`src/design/viu_pkg.sv`:
```
// shared constants and carrier types of the vectored interrupt enable unit
package viu_pkg;

  // source count and arbitration slots
  localparam int unsigned NUM_SRC      = 21;
  localparam int unsigned IDX_W        = 5;
  localparam logic [4:0]  IDX_EXT0     = 5'h00;
  localparam logic [4:0]  IDX_EXT1     = 5'h02;
  localparam logic [4:0]  IDX_TIMER2   = 5'h05;
  localparam logic [4:0]  IDX_SPI      = 5'h06;
  localparam logic [4:0]  IDX_EXT_LO   = 5'h07;
  localparam logic [4:0]  IDX_EXT2_LO  = 5'h0f;
  localparam logic [4:0]  IDX_RESERVED = 5'h11;
  localparam logic [4:0]  IDX_TIMER5   = 5'h14;

  // vector map
  localparam logic [15:0] VEC_RESET    = 16'h0000;
  localparam logic [15:0] VEC_BASE     = 16'h0003;
  localparam int unsigned VEC_SHIFT    = 3;

  // special-function addresses
  localparam logic [7:0]  ADDR_ENABLE  = 8'ha8;
  localparam logic [7:0]  ADDR_PRIO    = 8'hb8;
  localparam logic [7:0]  ADDR_EXT_EN1 = 8'he6;
  localparam logic [7:0]  ADDR_EXT_PR1 = 8'hf6;
  localparam logic [7:0]  ADDR_EXT_EN2 = 8'he7;
  localparam logic [7:0]  ADDR_EXT_PR2 = 8'hf7;

  // field positions in the primary enable register
  localparam int unsigned BIT_GLOBAL   = 7;
  localparam int unsigned BIT_SERIAL   = 6;
  localparam int unsigned BIT_TIMER2   = 5;
  localparam int unsigned BIT_UART_A   = 4;
  localparam int unsigned BIT_TIMER1   = 3;
  localparam int unsigned BIT_EXT1     = 2;
  localparam int unsigned BIT_TIMER0   = 1;
  localparam int unsigned BIT_EXT0     = 0;
  localparam int unsigned BIT_RSV_EXT2 = 2;

  // values after reset
  localparam logic [7:0]  RST_ENABLE   = 8'h00;
  localparam logic [7:0]  RST_PRIO     = 8'h00;
  localparam logic [7:0]  RST_EXT      = 8'h00;
  localparam logic [7:0]  PRIO_RD_ONE  = 8'h80;
  localparam logic [7:0]  RST_RDATA    = 8'h00;

  // detect latency in cycles from pending flag to request
  localparam int unsigned DETECT_CYC   = 1;

  // pending flags as raised by the peripherals
  typedef struct packed {
    logic        timer5_high_overflow_flag;
    logic        timer5_low_overflow_flag;
    logic        timer2_high_overflow_flag;
    logic        timer2_low_overflow_flag;
    logic [3:0]  spi_flags;
    logic [20:0] single_flags;
  } viu_pend_s;

  // request toward the core
  typedef struct packed {
    logic        req;
    logic        high;
    logic [15:0] vector;
  } viu_irq_s;

  // service nesting states
  typedef enum logic [3:0] {
    SVC_IDLE = 4'b0001,
    SVC_LOW  = 4'b0010,
    SVC_HIGH = 4'b0100,
    SVC_BOTH = 4'b1000
  } viu_svc_e;

endpackage

```
`src/design/viu_arbiter.sv`:
```
// fixed-order arbiter across two priority levels
`timescale 1ns/1ps
module viu_arbiter (
  // candidate requests per level
  input  wire logic [20:0] hi_req_i,
  input  wire logic [20:0] lo_req_i,
  input  wire logic        allow_low_i,
  // chosen source
  output logic             valid_o,
  output logic             high_o,
  output logic [4:0]       idx_o
);

  // lowest set index wins, order 0 first
  function automatic logic [4:0] first_set(input logic [20:0] v);
    logic [4:0] r;
    r = 5'h00;
    for (int i = 20; i >= 0; i--) begin
      if (v[i]) begin
        r = 5'(i);
      end
    end
    return r;
  endfunction

  // high level beats low level, then fixed order
  always_comb begin
    valid_o = 1'b0;
    high_o  = 1'b0;
    idx_o   = 5'h00;
    if (|hi_req_i) begin
      valid_o = 1'b1;
      high_o  = 1'b1;
      idx_o   = first_set(hi_req_i);
    end else if (allow_low_i && (|lo_req_i)) begin
      valid_o = 1'b1;
      idx_o   = first_set(lo_req_i);
    end
  end

endmodule

```
`src/design/viu_ctrl.sv`:
```
// enable, priority registers and vectoring for the interrupt unit
// Notes on behaviour
// vectors 8 bytes apart, slot 17 reserved
// equal level ties broken by fixed order
// timer5 request from either overflow flag
// global enable clear blocks every request
// global enable set passes unmasked sources only
// mask bit 6 gates serial peripheral requests
// mask bit 5 gates either timer2 flag
// mask bit 4 gates first uart request
// mask bit 3 gates timer1 overflow
// mask bit 2 gates external pin 1
// mask bit 1 gates timer0 overflow
// mask bit 0 gates external pin 0
// enable register at 0xa8, bit-addressable, clears
// high preempts low, high never preempted
// simultaneous requests: higher level first
// flags pend regardless of masks
// requests sampled and decoded every cycle
// reset enters vector zero above all
// orders 7-20 use extended enable and priority
`timescale 1ns/1ps
module viu_ctrl (
  // clock and reset
  input  wire logic               clk_i,
  input  wire logic               srst_i,
  // special-function byte access, one cycle strobes
  input  wire logic [7:0]         sfr_addr_i,
  input  wire logic               sfr_wr_i,
  input  wire logic [7:0]         sfr_wdata_i,
  output logic [7:0]              sfr_rdata_o,
  // single bit write for bit-addressable registers
  input  wire logic               sfr_bit_wr_i,
  input  wire logic [7:0]         sfr_bit_addr_i,
  input  wire logic               sfr_bit_val_i,
  // pending flags from peripherals
  input  wire viu_pkg::viu_pend_s pend_i,
  // core handshake
  input  wire logic               irq_ack_i,
  input  wire logic               reti_i,
  output viu_pkg::viu_irq_s       irq_o,
  output logic [7:0]              enable_mask_o
);

  // register state
  logic [7:0]         mask_q, mask_d;      // interrupt_enable_mask
  logic [7:0]         ip_q, ip_d;          // primary priority bits, one selects high level
  logic [7:0]         xmask1_q, xmask1_d;  // extended_mask_reg_one
  logic [7:0]         xmask2_q, xmask2_d;  // extended_mask_reg_two
  logic [7:0]         xprio1_q, xprio1_d;  // extended_priority_reg_one
  logic [7:0]         xprio2_q, xprio2_d;  // extended_priority_reg_two
  logic [7:0]         rdata_q, rdata_d;  // registered read data
  viu_pkg::viu_svc_e  svc_q, svc_d;      // nesting of service routines
  viu_pkg::viu_irq_s  irq_q, irq_d;      // request toward the core

  // decoded vectors
  logic [20:0] pend;      // merged pending per slot
  logic [20:0] en;        // enable per slot
  logic [20:0] pr;        // priority per slot
  logic [20:0] cand;      // gated requests
  logic        global_irq_enable;
  logic        arb_valid;
  logic        arb_high;
  logic [4:0]  arb_idx;
  logic        allow_low;
  logic        allow_any;

  // bit write hits the byte when the upper five address bits match
  function automatic logic bit_hit(input logic [7:0] ba,
                                   input logic [7:0] base);
    return ba[7:3] == base[7:3];
  endfunction

  // read mux; unmapped addresses read zero
  function automatic logic [7:0] rd_mux(input logic [7:0] a,
                                        input logic [7:0] im,
                                        input logic [7:0] ip,
                                        input logic [7:0] e1,
                                        input logic [7:0] e2,
                                        input logic [7:0] p1,
                                        input logic [7:0] p2);
    logic [7:0] r;
    r = 8'h00;
    unique case (a)
      viu_pkg::ADDR_ENABLE:  r = im;
      viu_pkg::ADDR_PRIO:    r = ip | viu_pkg::PRIO_RD_ONE;
      viu_pkg::ADDR_EXT_EN1: r = e1;
      viu_pkg::ADDR_EXT_EN2: r = e2;
      viu_pkg::ADDR_EXT_PR1: r = p1;
      viu_pkg::ADDR_EXT_PR2: r = p2;
      default:               r = 8'h00;
    endcase
    return r;
  endfunction

  assign global_irq_enable = mask_q[viu_pkg::BIT_GLOBAL];

  // merge multi-flag sources into one pending bit per slot
  always_comb begin
    pend = pend_i.single_flags;
    // either timer2 flag
    pend[viu_pkg::IDX_TIMER2] = pend_i.timer2_high_overflow_flag |
                                pend_i.timer2_low_overflow_flag;
    // any serial flag
    pend[viu_pkg::IDX_SPI]    = |pend_i.spi_flags;
    // either timer5 flag
    pend[viu_pkg::IDX_TIMER5] = pend_i.timer5_high_overflow_flag |
                                pend_i.timer5_low_overflow_flag;
    // reserved slot can never request
    pend[viu_pkg::IDX_RESERVED] = 1'b0;
  end

  // enable and priority bits per arbitration slot
  always_comb begin
    // primary mask bits
    en[6:0]   = mask_q[6:0];
    pr[6:0]   = ip_q[6:0];
    // extended registers by order
    en[14:7]  = xmask1_q;
    pr[14:7]  = xprio1_q;
    en[20:15] = xmask2_q[5:0];
    pr[20:15] = xprio2_q[5:0];
    en[viu_pkg::IDX_RESERVED] = 1'b0;
    pr[viu_pkg::IDX_RESERVED] = 1'b0;
  end

  // global override then per-source mask; R16 flags untouched
  assign cand = global_irq_enable ? (pend & en) : 21'h000000;

  // low work allowed only when no routine runs, high unless high runs
  assign allow_any = (svc_q == viu_pkg::SVC_IDLE);
  assign allow_low = allow_any;

  // level then fixed order
  viu_arbiter u_arb (
    .hi_req_i    ((svc_q == viu_pkg::SVC_IDLE || svc_q == viu_pkg::SVC_LOW)
                  ? (cand & pr) : 21'h000000),
    .lo_req_i    (cand & ~pr),
    .allow_low_i (allow_low),
    .valid_o     (arb_valid),
    .high_o      (arb_high),
    .idx_o       (arb_idx)
  );

  // register writes; byte write wins over a bit write in the same cycle
  always_comb begin
    mask_d   = mask_q;
    ip_d     = ip_q;
    xmask1_d = xmask1_q;
    xmask2_d = xmask2_q;
    xprio1_d = xprio1_q;
    xprio2_d = xprio2_q;
    // single bit writes to the enable register
    if (sfr_bit_wr_i && bit_hit(sfr_bit_addr_i, viu_pkg::ADDR_ENABLE)) begin
      mask_d[sfr_bit_addr_i[2:0]] = sfr_bit_val_i;
    end
    if (sfr_bit_wr_i && bit_hit(sfr_bit_addr_i, viu_pkg::ADDR_PRIO)) begin
      ip_d[sfr_bit_addr_i[2:0]] = sfr_bit_val_i;
    end
    if (sfr_wr_i) begin
      unique case (sfr_addr_i)
        viu_pkg::ADDR_ENABLE:  mask_d   = sfr_wdata_i;
        viu_pkg::ADDR_PRIO:    ip_d     = sfr_wdata_i;
        viu_pkg::ADDR_EXT_EN1: xmask1_d = sfr_wdata_i;
        viu_pkg::ADDR_EXT_EN2: xmask2_d = sfr_wdata_i;
        viu_pkg::ADDR_EXT_PR1: xprio1_d = sfr_wdata_i;
        viu_pkg::ADDR_EXT_PR2: xprio2_d = sfr_wdata_i;
        default: ;
      endcase
    end
    // top priority bit is not stored, it always reads one
    ip_d[7] = 1'b0;
    rdata_d = rd_mux(sfr_addr_i, mask_q, ip_q, xmask1_q, xmask2_q,
                     xprio1_q, xprio2_q);
  end

  // service nesting: ack pushes a level, return pops the newest
  always_comb begin
    svc_d = svc_q;
    unique case (svc_q)
      viu_pkg::SVC_IDLE: begin
        if (irq_ack_i && irq_q.req) begin
          svc_d = irq_q.high ? viu_pkg::SVC_HIGH : viu_pkg::SVC_LOW;
        end
      end
      viu_pkg::SVC_LOW: begin
        // high request preempts a low routine
        if (irq_ack_i && irq_q.req && irq_q.high) begin
          svc_d = viu_pkg::SVC_BOTH;
        end else if (reti_i) begin
          svc_d = viu_pkg::SVC_IDLE;
        end
      end
      viu_pkg::SVC_HIGH: begin
        if (reti_i) begin
          svc_d = viu_pkg::SVC_IDLE;
        end
      end
      viu_pkg::SVC_BOTH: begin
        if (reti_i) begin
          svc_d = viu_pkg::SVC_LOW;
        end
      end
      default: svc_d = viu_pkg::SVC_IDLE;
    endcase
  end

  // decoded anew every cycle; taken request drops for one cycle
  always_comb begin
    irq_d.req    = arb_valid && !(irq_ack_i && irq_q.req);
    irq_d.high   = arb_high;
    // vector is base plus eight bytes per order
    irq_d.vector = viu_pkg::VEC_BASE +
                   16'({arb_idx, 3'b000});
    if (!irq_d.req) begin
      irq_d.high   = 1'b0;
      irq_d.vector = irq_q.vector;
    end
  end

  // plain registering of all state
  always_ff @(posedge clk_i) begin
    if (srst_i) begin
      // all enable bits clear on reset
      mask_q       <= viu_pkg::RST_ENABLE;
      ip_q         <= viu_pkg::RST_PRIO;
      xmask1_q     <= viu_pkg::RST_EXT;
      xmask2_q     <= viu_pkg::RST_EXT;
      xprio1_q     <= viu_pkg::RST_EXT;
      xprio2_q     <= viu_pkg::RST_EXT;
      rdata_q      <= viu_pkg::RST_RDATA;
      svc_q        <= viu_pkg::SVC_IDLE;
      // reset leaves the core at vector zero
      irq_q.req    <= 1'b0;
      irq_q.high   <= 1'b0;
      irq_q.vector <= viu_pkg::VEC_RESET;
    end else begin
      mask_q   <= mask_d;
      ip_q     <= ip_d;
      xmask1_q <= xmask1_d;
      xmask2_q <= xmask2_d;
      xprio1_q <= xprio1_d;
      xprio2_q <= xprio2_d;
      rdata_q <= rdata_d;
      svc_q   <= svc_d;
      irq_q   <= irq_d;
    end
  end

  assign sfr_rdata_o   = rdata_q;
  assign irq_o         = irq_q;
  assign enable_mask_o = mask_q;
endmodule

```
`config.mk`:
```
export PLATFORM = sky130hd
export DESIGN_NAME = viu_ctrl
export DESIGN_NICKNAME = d
export VERILOG_FILES = /design/src/design/viu_pkg.sv /design/src/design/viu_arbiter.sv /design/src/design/viu_ctrl.sv
export SDC_FILE = /design/constraint.sdc
export NUM_CORES = 1
export LEC_CHECK = 0
export BUFFER_PORTS_ARGS = -buffer_cell sky130_fd_sc_hd__buf_4
export CAP_MARGIN = 40
export CELL_PAD_IN_SITES_DETAIL_PLACEMENT = 1
export CELL_PAD_IN_SITES_GLOBAL_PLACEMENT = 2
export CORE_AREA = 2 2 114 127
export DETAILED_ROUTE_END_ITERATION = 8
export DIE_AREA = 0 0 116 129
export GPL_ROUTABILITY_DRIVEN = 1
export PLACE_DENSITY = 0.91
export SLEW_MARGIN = 0
export SYNTH_ARGS = -nofsm -noshare
export SYNTH_HDL_FRONTEND = slang
export SYNTH_HIERARCHICAL = 1
export SYNTH_SLANG_ARGS = --single-unit
```
`constraint.sdc`:
```
create_clock -name clk_i -period 3.5 [get_ports clk_i]
set_clock_uncertainty 0.05 [all_clocks]
set_input_delay 0.525 -clock clk_i [delete_from_list [all_inputs] [get_ports clk_i]]
set_output_delay 0.525 -clock clk_i [all_outputs]
set_load 0.01 [all_outputs]
```
==> impl_metrics.toml, run 1 <==
[route]
avgViaCountPerCell = 5.51
initialDrtViolationCount = 281
ant_nets = 0
post_drt_wl_per_cell_um = 18.7
drc_errors = 0
dr.pass1.iters = 4
num_vias = 4371
drt-total-wl_um = 14800

[placed_design]
place.detailed.hpwl_um = 11100
io_buffers = 80
dp.cells = 777
post-place-ws_ns = 0.215
gp_congestion = 0.869
placed_area_mm2 = 0.00498

[critical_path]
path_class = "reg2reg"
path_delay_family = "simple AND/OR/NAND/NOR gates"
crit_chain = "xnor2_1 > nor3_4 > and3_1 > nor4_2 > nand4_1 > nand3b_4 > or4b_4 > o31ai_1 > nand2_1 > a21oi_1"
cp.buffers_inverters = 0
cp_max_fo = 19
reg2reg_to = "irq_o[5]"
rrSetupSlack_ns = 0.29
critPathSlowestCell = "or4b_4"
crit_path_end = "irq_o[5]"
worstPathArrival_ns = 3.44
crit_cells = 10
r2r_start = "svc_q[0]"
critPathLaunch = "svc_q[0]"
ff2ff_path_depth = 10
slowest_delay_ns = 0.51
cp-end-kind = "flop"
crit_required_ns = 3.72
crit_path_start_kind = "flop"

[global_route]
grt-ovfl-total = 0
antenna_found_initial = 0
grt_pass1_wl_um = 23200
use_met3_pct = 3.67
grt.busiest_layer = "met2"
grt_max_degree = 67
grt_pass1_vias = 4416
grtUsageMet1_pct = 24.8
track_usage_pct = 20.4
met2_usage_pct = 34.8

[min_path]
min_path_type = "reg2reg"

[timing]
hold_ws_ns = 0.404
tightestPinTransition_ns = 0.873
setup_viol = 0
worst_slack_ns = 0.287
rsz0062_at_grt = "false"
fin_crit_ns = 3.21
clock.fmax_ghz = 0.311
maxSlewViolCount = 0
fin_tns_setup_ns = 0
final_hold_viol_count = 0
max-slew-margin-rel_pct = 41.7
post-route-period-util_pct = 91.8

[final_layout]
nFillCells = 1680
post-route-util_pct = 38.9
fin_cells = 793
final_common_cell = "buf_4"
layout_common_cells = "buf_4 (81), nor2_1 (67), dfxtp_1 (66)"
layout-drive-gt1-share_pct = 21.5
fin_area_mm2 = 0.00530
syn_to_final_growth_pct = 23.8
diodes = 0
num-nets-final = 660

[clock_tree]
worstSkewPairLatency_ns = 0.35
root_buffer = "clkbuf_16"
clock_sinks = 67
cts-buffers-inserted = 9
cts_tree = "built"
ctsHoldBuffers = 0
post_cts_buffers = 0
h-tree-depth = 3
clockBufferDepth = 2
ctsResizeCount = 0
clk_pin_slew_ns = 0.06

[floorplan]
io_pins = 94
core_mm2 = 0.0136
rows = 45
dieArea_mm2 = 0.0150
die_w_um = 116
start_util_pct = 31.4
fp.dieH_um = 129

[logic_synthesis]
yosysWarnings = 6
avgSynthCellArea_um2 = 8.03
synth_seq_cells = 67
ys_types = 68
synth_edf_count = 0
netlist.area_leader.share_pct = 31.3
synth_cells = 533
yosysTopAreaCell = "dfxtp_1"
syn-cell-area_mm2 = 0.00428
yosys_most_used_dff = "dfxtp_1"
synthTopCellsByArea = "dfxtp_1 (31%), nor2_1 (5.9%), and3_1 (5.6%)"
async_flop_share_pct = 0
yosysSeqAreaShare_pct = 31.3

[power]
peakVddDrop_uv = 228
finalPower_mw = 1.93
total_leakage_power_nw = 2.22
p_per_area_mw_per_mm2 = 364

[run]
cap_violations = 0

[status]
status = "finished, final reports clean"
[where the power goes]
part           total, mW  switching (mW)  internal, mW  leakage, nW
Sequential         0.779         0.00901         0.770        0.542
Clock              0.960           0.395         0.565        0.146
Combinational      0.189           0.108        0.0813         1.54
[per-layer routing]
metal	share of wire [%]	vias up	routed length [µm]
met3	4.3	38	644
met4	3.7	0	545
li1	-	2065	-
met2	50	122	7370
met1	42	2146	6280
met5	0	-	0
[state kept, by name, summed over array words and instances (netlist names)]
name	count
enable_mask_o	8
irq_o	8
xmask2_q	8
svc_q	4
xprio1_q	8
ip_q	7
sfr_rdata_o	8
xmask1_q	8
xprio2_q	8
[kinds of logic (layout without fill, tap and decap cells)]
logic type                count (synthesis)  count (layout)  synth area share (%)
and+or+nand+nor                         287             287                  37.9
buffers and inverters                    52             110                  5.82
muxes                                    37              37                  10.3
DFF                                      67              67                  31.3
xor gates and xnor gates                  2               2                 0.409
other                                     1              15                0.0876
AOI/OAI and AO/OA                        87              87                  14.2
[worst register-to-register path, stage by stage, from the launching register on]
cell,delay [ns]
dfxtp_1,0.41
xnor2_1,0.38
nor3_4,0.17
and3_1,0.26
nor4_2,0.48
nand4_1,0.19
nand3b_4,0.22
or4b_4,0.52
o31ai_1,0.26
nand2_1,0.08
a21oi_1,0.14
[cells in the mapped netlist (2+ instances only)]
cell	n
nor4_2	4
mux2_2	10
a21oi_1	27
nand2b_1	4
dfxtp_1	67
or4_1	5
nor4_4	2
buf_2	7
nor2_1	67
nor4_1	6
o31ai_1	6
nand2_1	51
a311oi_1	7
buf_4	12
nor3b_1	5
a31oi_1	5
xnor2_1	2
inv_1	13
nor3_2	3
a22o_1	2
and3b_1	5
nand3b_1	3
mux4_2	2
mux2i_1	23
o21ai_0	7
nor3_1	17
o22a_1	2
a22oi_1	6
clkbuf_1	20
mux4_1	2
nand4_1	2
a221oi_1	7
a211o_1	2
nand4b_1	3
nand3_1	33
and2b_1	2
a221o_1	2
and2_1	4
and3_1	38
nor2b_1	20
[worst min path at each step]
| stage | start | end | slack, ns | cells after the start |
|---|---|---|---|---|
| 3_3_place_gp | xmask2_q[7] | xmask2_q[7] | 0.39 | 2 |
| 5_1_grt | xmask2_q[7] | xmask2_q[7] | 0.42 | 2 |
| 3_5_place_dp | irq_o[7] | irq_o[7] | 0.40 | 2 |
| 2_1_floorplan | xmask2_q[7] | xmask2_q[7] | 0.38 | 2 |
| 4_1_cts | irq_o[7] | irq_o[7] | 0.41 | 2 |
| 6_report | irq_o[7] | irq_o[7] | 0.40 | 2 |
[cell type report]
type                    count  area, µm²  share of cell area, %
multi-input cells         428       2760                   52.0
flip-flops and latches     67       1340                   25.3
repair buffers             81        608                   11.5
well taps                 188        235                   4.44
clock buffers               9        225                   4.25
clock inverters             7       85.1                   1.61
inverters                  13       48.8                  0.921
(Power assumes the default switching activity.)
==> run 2: changes to the inputs <==
--- a/config.mk
+++ b/config.mk
@@ -9,9 +9,9 @@
 export CAP_MARGIN = 40
 export CELL_PAD_IN_SITES_DETAIL_PLACEMENT = 1
 export CELL_PAD_IN_SITES_GLOBAL_PLACEMENT = 2
-export CORE_AREA = 2 2 114 127
+export CORE_AREA = 2 2 142 102
 export DETAILED_ROUTE_END_ITERATION = 8
-export DIE_AREA = 0 0 116 129
+export DIE_AREA = 0 0 144 104
 export GPL_ROUTABILITY_DRIVEN = 1
 export PLACE_DENSITY = 0.91
 export SLEW_MARGIN = 0
==> impl_metrics.toml, run 2 (same netlist as run 1, synthesis figures left out) <==
[final_layout]
diodes = 0
nFillCells = 1631
fin_cells = 798
layout_common_cells = "buf_4 (84), nor2_1 (67), dfxtp_1 (67)"
layout-drive-gt1-share_pct = 21.7
final_common_cell = "buf_4"
num-nets-final = 663
syn_to_final_growth_pct = 23.9

[floorplan]
core_mm2 = 0.0136
die_w_um = 144
io_pins = 94
start_util_pct = 31.4
fp.dieH_um = 104
dieArea_mm2 = 0.0150
rows = 36

[placed_design]
dp.cells = 781
io_buffers = 80
gp_congestion = 0.888
place.detailed.hpwl_um = 11600

[timing]
clock.fmax_ghz = 0.307
fin_crit_ns = 3.25
rsz0062_at_grt = "false"
max-slew-margin-rel_pct = 43.8
post-route-period-util_pct = 93.0
final_hold_viol_count = 0
maxSlewViolCount = 0
fin_tns_setup_ns = 0
tightestPinTransition_ns = 0.842
setup_viol = 0

[global_route]
use_met3_pct = 3.87
track_usage_pct = 21.2
grt_pass1_wl_um = 24600
grt-ovfl-total = 0
grt_max_degree = 67
grt_pass1_vias = 4429
grt.busiest_layer = "met2"
met2_usage_pct = 32.1
antenna_found_initial = 0
grtUsageMet1_pct = 30.7

[power]
peakVddDrop_uv = 243
finalPower_mw = 1.88
total_leakage_power_nw = 2.23
p_per_area_mw_per_mm2 = 355

[route]
dr.pass1.iters = 5
post_drt_wl_per_cell_um = 19.4
drt-total-wl_um = 15500
initialDrtViolationCount = 266
drc_errors = 0
num_vias = 4381
ant_nets = 0
avgViaCountPerCell = 5.49

[clock_tree]
root_buffer = "clkbuf_16"
clockBufferDepth = 2
h-tree-depth = 3
cts_tree = "built"
clk_pin_slew_ns = 0.06
cts-buffers-inserted = 9
post_cts_buffers = 0
ctsResizeCount = 0
ctsHoldBuffers = 0
clock_sinks = 67
worstSkewPairLatency_ns = 0.34

[critical_path]
crit_path_start_kind = "flop"
cp_max_fo = 12
crit_required_ns = 3.72
cp-end-kind = "flop"
ff2ff_path_depth = 11
worstPathArrival_ns = 3.48
path_class = "reg2reg"

[run]
cap_violations = 0

[min_path]
hold_depth = 2
min_path_type = "reg2reg"

[status]
status = "finished, final reports clean"
==> run 2: through the flow <==
step / util [%] / setup WS (ns) / hold WS, ns / cell area (µm²)
after floorplan: - / 0.756 / 0.382 / 4330
after global placement: 36.6 / 0.335 / 0.392 / 5000
after detailed placement: 36.6 / 0.249 / 0.406 / 5000
after CTS: 38.8 / 0.199 / 0.415 / 5290
after global routing: 38.8 / 0.0124 / 0.435 / 5300
final: 38.8 / 0.245 / 0.408 / 5300
==> run 2: critical path, stage by stage, from the launching register on <==
cell and delay, ns:
dfxtp_1 0.58, xnor2_1 0.22, nor3_2 0.14, buf_4 0.21
and3_1 0.21, nor4_2 0.43, nand4_1 0.19, nand3b_4 0.22
or4b_4 0.51, o31ai_2 0.23, nand2_1 0.08, a21oi_1 0.12
==> run 2: layout make-up <==
class | instances | area [µm²] | share of cell area, %
clock buffers | 9 | 225 | 4.25
clock inverters | 7 | 68.8 | 1.30
inverters | 13 | 48.8 | 0.920
multi-input cells | 428 | 2750 | 51.9
flip-flops and latches | 67 | 1340 | 25.3
well taps | 190 | 238 | 4.48
repair buffers | 84 | 631 | 11.9
==> run 2: worst paths after layout <==
kind	slack, ns	start	end
hold reg to reg	0.41	irq_o[3]	irq_o[3]
setup / recovery	0.25	svc_q[1]	irq_o[4]
setup reg to reg	0.25	svc_q[1]	irq_o[4]
hold / removal	0.41	irq_o[3]	irq_o[3]
==> run 2: report_power, final <==
part | total, mW | switching (mW) | internal, mW
combinational | 0.195 | 0.112 | 0.0822
clock | 0.907 | 0.359 | 0.548
sequential | 0.779 | 0.00915 | 0.770
total | 1.88 | 0.481 | 1.40
==> run 2: metal layers <==
metal  wire length (µm)  vias to the layer above
met5                  0                        -
met4                165                        0
met3                795                       12
met2               6870                      128
met1               7660                     2175
li1                   -                     2066
==> run 3: changes to the inputs <==
--- a/config.mk
+++ b/config.mk
@@ -13,7 +13,7 @@
 export DETAILED_ROUTE_END_ITERATION = 8
 export DIE_AREA = 0 0 144 104
 export GPL_ROUTABILITY_DRIVEN = 1
-export PLACE_DENSITY = 0.91
+export PLACE_DENSITY_LB_ADDON = 0.3
 export SLEW_MARGIN = 0
 export SYNTH_ARGS = -nofsm -noshare
 export SYNTH_HDL_FRONTEND = slang
==> impl_metrics.toml, run 3 (same netlist as run 1, synthesis figures left out) <==
[power]
p_int_mw = 1.41
power_frac_comb_pct = 10.3
peakVddDrop_uv = 216
p_sw_share_pct = 26.3
p_sw_uw = 502
seq_power_share_pct = 40.7
total_leakage_power_nw = 2.24
finalPower_mw = 1.91
p_per_area_mw_per_mm2 = 358
p_clk_share_pct = 49.0

[run]
cap_violations = 0

[floorplan]
start_util_pct = 31.4
core_mm2 = 0.0136
die_w_um = 144
dieArea_mm2 = 0.0150
io_pins = 94
fp.dieH_um = 104
rows = 36

[critical_path]
cp-end-kind = "flop"
path_class = "reg2reg"
cp_max_fo = 17
crit_chain = "xnor2_1 > nor3_2 > buf_4 > and3_1 > nor4_2 > nand4_1 > nand3b_4 > or4b_4 > o31ai_2 > nand2_1 > a21oi_1"
critPathSlowestCell = "dfxtp_1"
cp.buffers_inverters = 1
crit_required_ns = 3.72
worstPathArrival_ns = 3.38
path_delay_family = "simple AND/OR/NAND/NOR gates"
slowest_delay_ns = 0.51
crit_path_start_kind = "flop"

[timing]
tightestPinTransition_ns = 0.770
rsz0062_at_grt = "false"
clock.fmax_ghz = 0.317
post-route-period-util_pct = 90.3
setup_viol = 0
final_hold_viol_count = 0
maxSlewViolCount = 0
fin_crit_ns = 3.16
fin_tns_setup_ns = 0
max-slew-margin-rel_pct = 48.4

[clock_tree]
cts-buffers-inserted = 9
clk_pin_slew_ns = 0.06
h-tree-depth = 3
worstSkewPairLatency_ns = 0.34
cts_tree = "built"
clock_sinks = 67
clockBufferDepth = 2
root_buffer = "clkbuf_16"
ctsHoldBuffers = 0
post_cts_buffers = 0
ctsResizeCount = 0

[status]
status = "finished, final reports clean"

[final_layout]
regArea_mm2 = 0.00134
nFillCells = 1648
fin_cells = 802
post-route-util_pct = 39.1
num-nets-final = 667
fin_area_mm2 = 0.00534
layout-drive-gt1-share_pct = 22.2
final_common_cell = "buf_4"
diodes = 0
layout_common_cells = "buf_4 (88), nor2_1 (67), dfxtp_1 (67)"
syn_to_final_growth_pct = 24.8
multi_input_area_mm2 = 0.00275

[global_route]
grt_max_degree = 67
track_usage_pct = 21.4
grt-ovfl-total = 0
grt_pass1_vias = 4270
antenna_found_initial = 0
grt_pass1_wl_um = 24600

[route]
initialDrtViolationCount = 285
drc_errors = 0
ant_nets = 0
avgViaCountPerCell = 5.39
drt-total-wl_um = 15700
dr.pass1.iters = 4
num_vias = 4325
post_drt_wl_per_cell_um = 19.5

[placed_design]
place.detailed.hpwl_um = 11800
dp.cells = 785
placed_area_mm2 = 0.00503
io_buffers = 80
gp_congestion = 0.868

[min_path]
min_path_type = "reg2reg"
[run 3: changes by cell type in the layout (fill, tap and decap cells not counted)]
cell,delta
clkinv_2,-3
inv_6,+1
buf_4,+4
clkinvlp_4,+2
[run 3: metal layers]
layer	track usage [%]	up-vias	wire length, µm
li1	-	2069	-
met5	0	-	0
met4	5.18	0	221
met1	31.6	2124	7880
met3	4.28	13	860
met2	31.9	119	6710
[run 3: per-stage QoR]
| stage | setup slack [ns] | hold WS (ns) |
|---|---|---|
| final | 0.341 | 0.408 |
| after global routing | 0.113 | 0.433 |
| after CTS | 0.318 | 0.407 |
| after detailed placement | 0.362 | 0.398 |
| after global placement | 0.478 | 0.392 |
| after floorplan | 0.756 | 0.382 |
[run 3: layout make-up]
| class | count | share of cell area, % |
|---|---|---|
| multi-input cells | 428 | 51.5 |
| clock buffers | 9 | 4.22 |
| inverters | 13 | 0.914 |
| well taps | 190 | 4.45 |
| repair buffers | 88 | 12.4 |
| clock inverters | 7 | 1.45 |
| flip-flops and latches | 67 | 25.1 |
[run 3: worst reg2reg max path: stages, from the launching register on]
cell and delay [ns]:
dfxtp_1 0.51, xnor2_1 0.21, nor3_2 0.08, buf_4 0.21
and3_1 0.22, nor4_2 0.45, nand4_1 0.21, nand3b_4 0.23
or4b_4 0.51, o31ai_2 0.22, nand2_1 0.08, a21oi_1 0.12
[run 3: power by group through the flow]
stage               clock, mW  sequential, mW  combinational, mW
global placement            0           0.794              0.188
floorplan                   0           0.794             0.0997
detailed placement          0           0.795              0.193
global route            0.984           0.778              0.214
CTS                     0.949           0.777              0.194
finish                  0.935           0.778              0.197
[run 3: worst paths after layout]
kind / startpoint / end / slack, ns / cells past startpoint
max: svc_q[0] / irq_o[4] / 0.34 / 11
max reg2reg: svc_q[0] / irq_o[4] / 0.34 / 11
min: xmask2_q[7] / xmask2_q[7] / 0.41 / 2
min reg2reg: xmask2_q[7] / xmask2_q[7] / 0.41 / 2
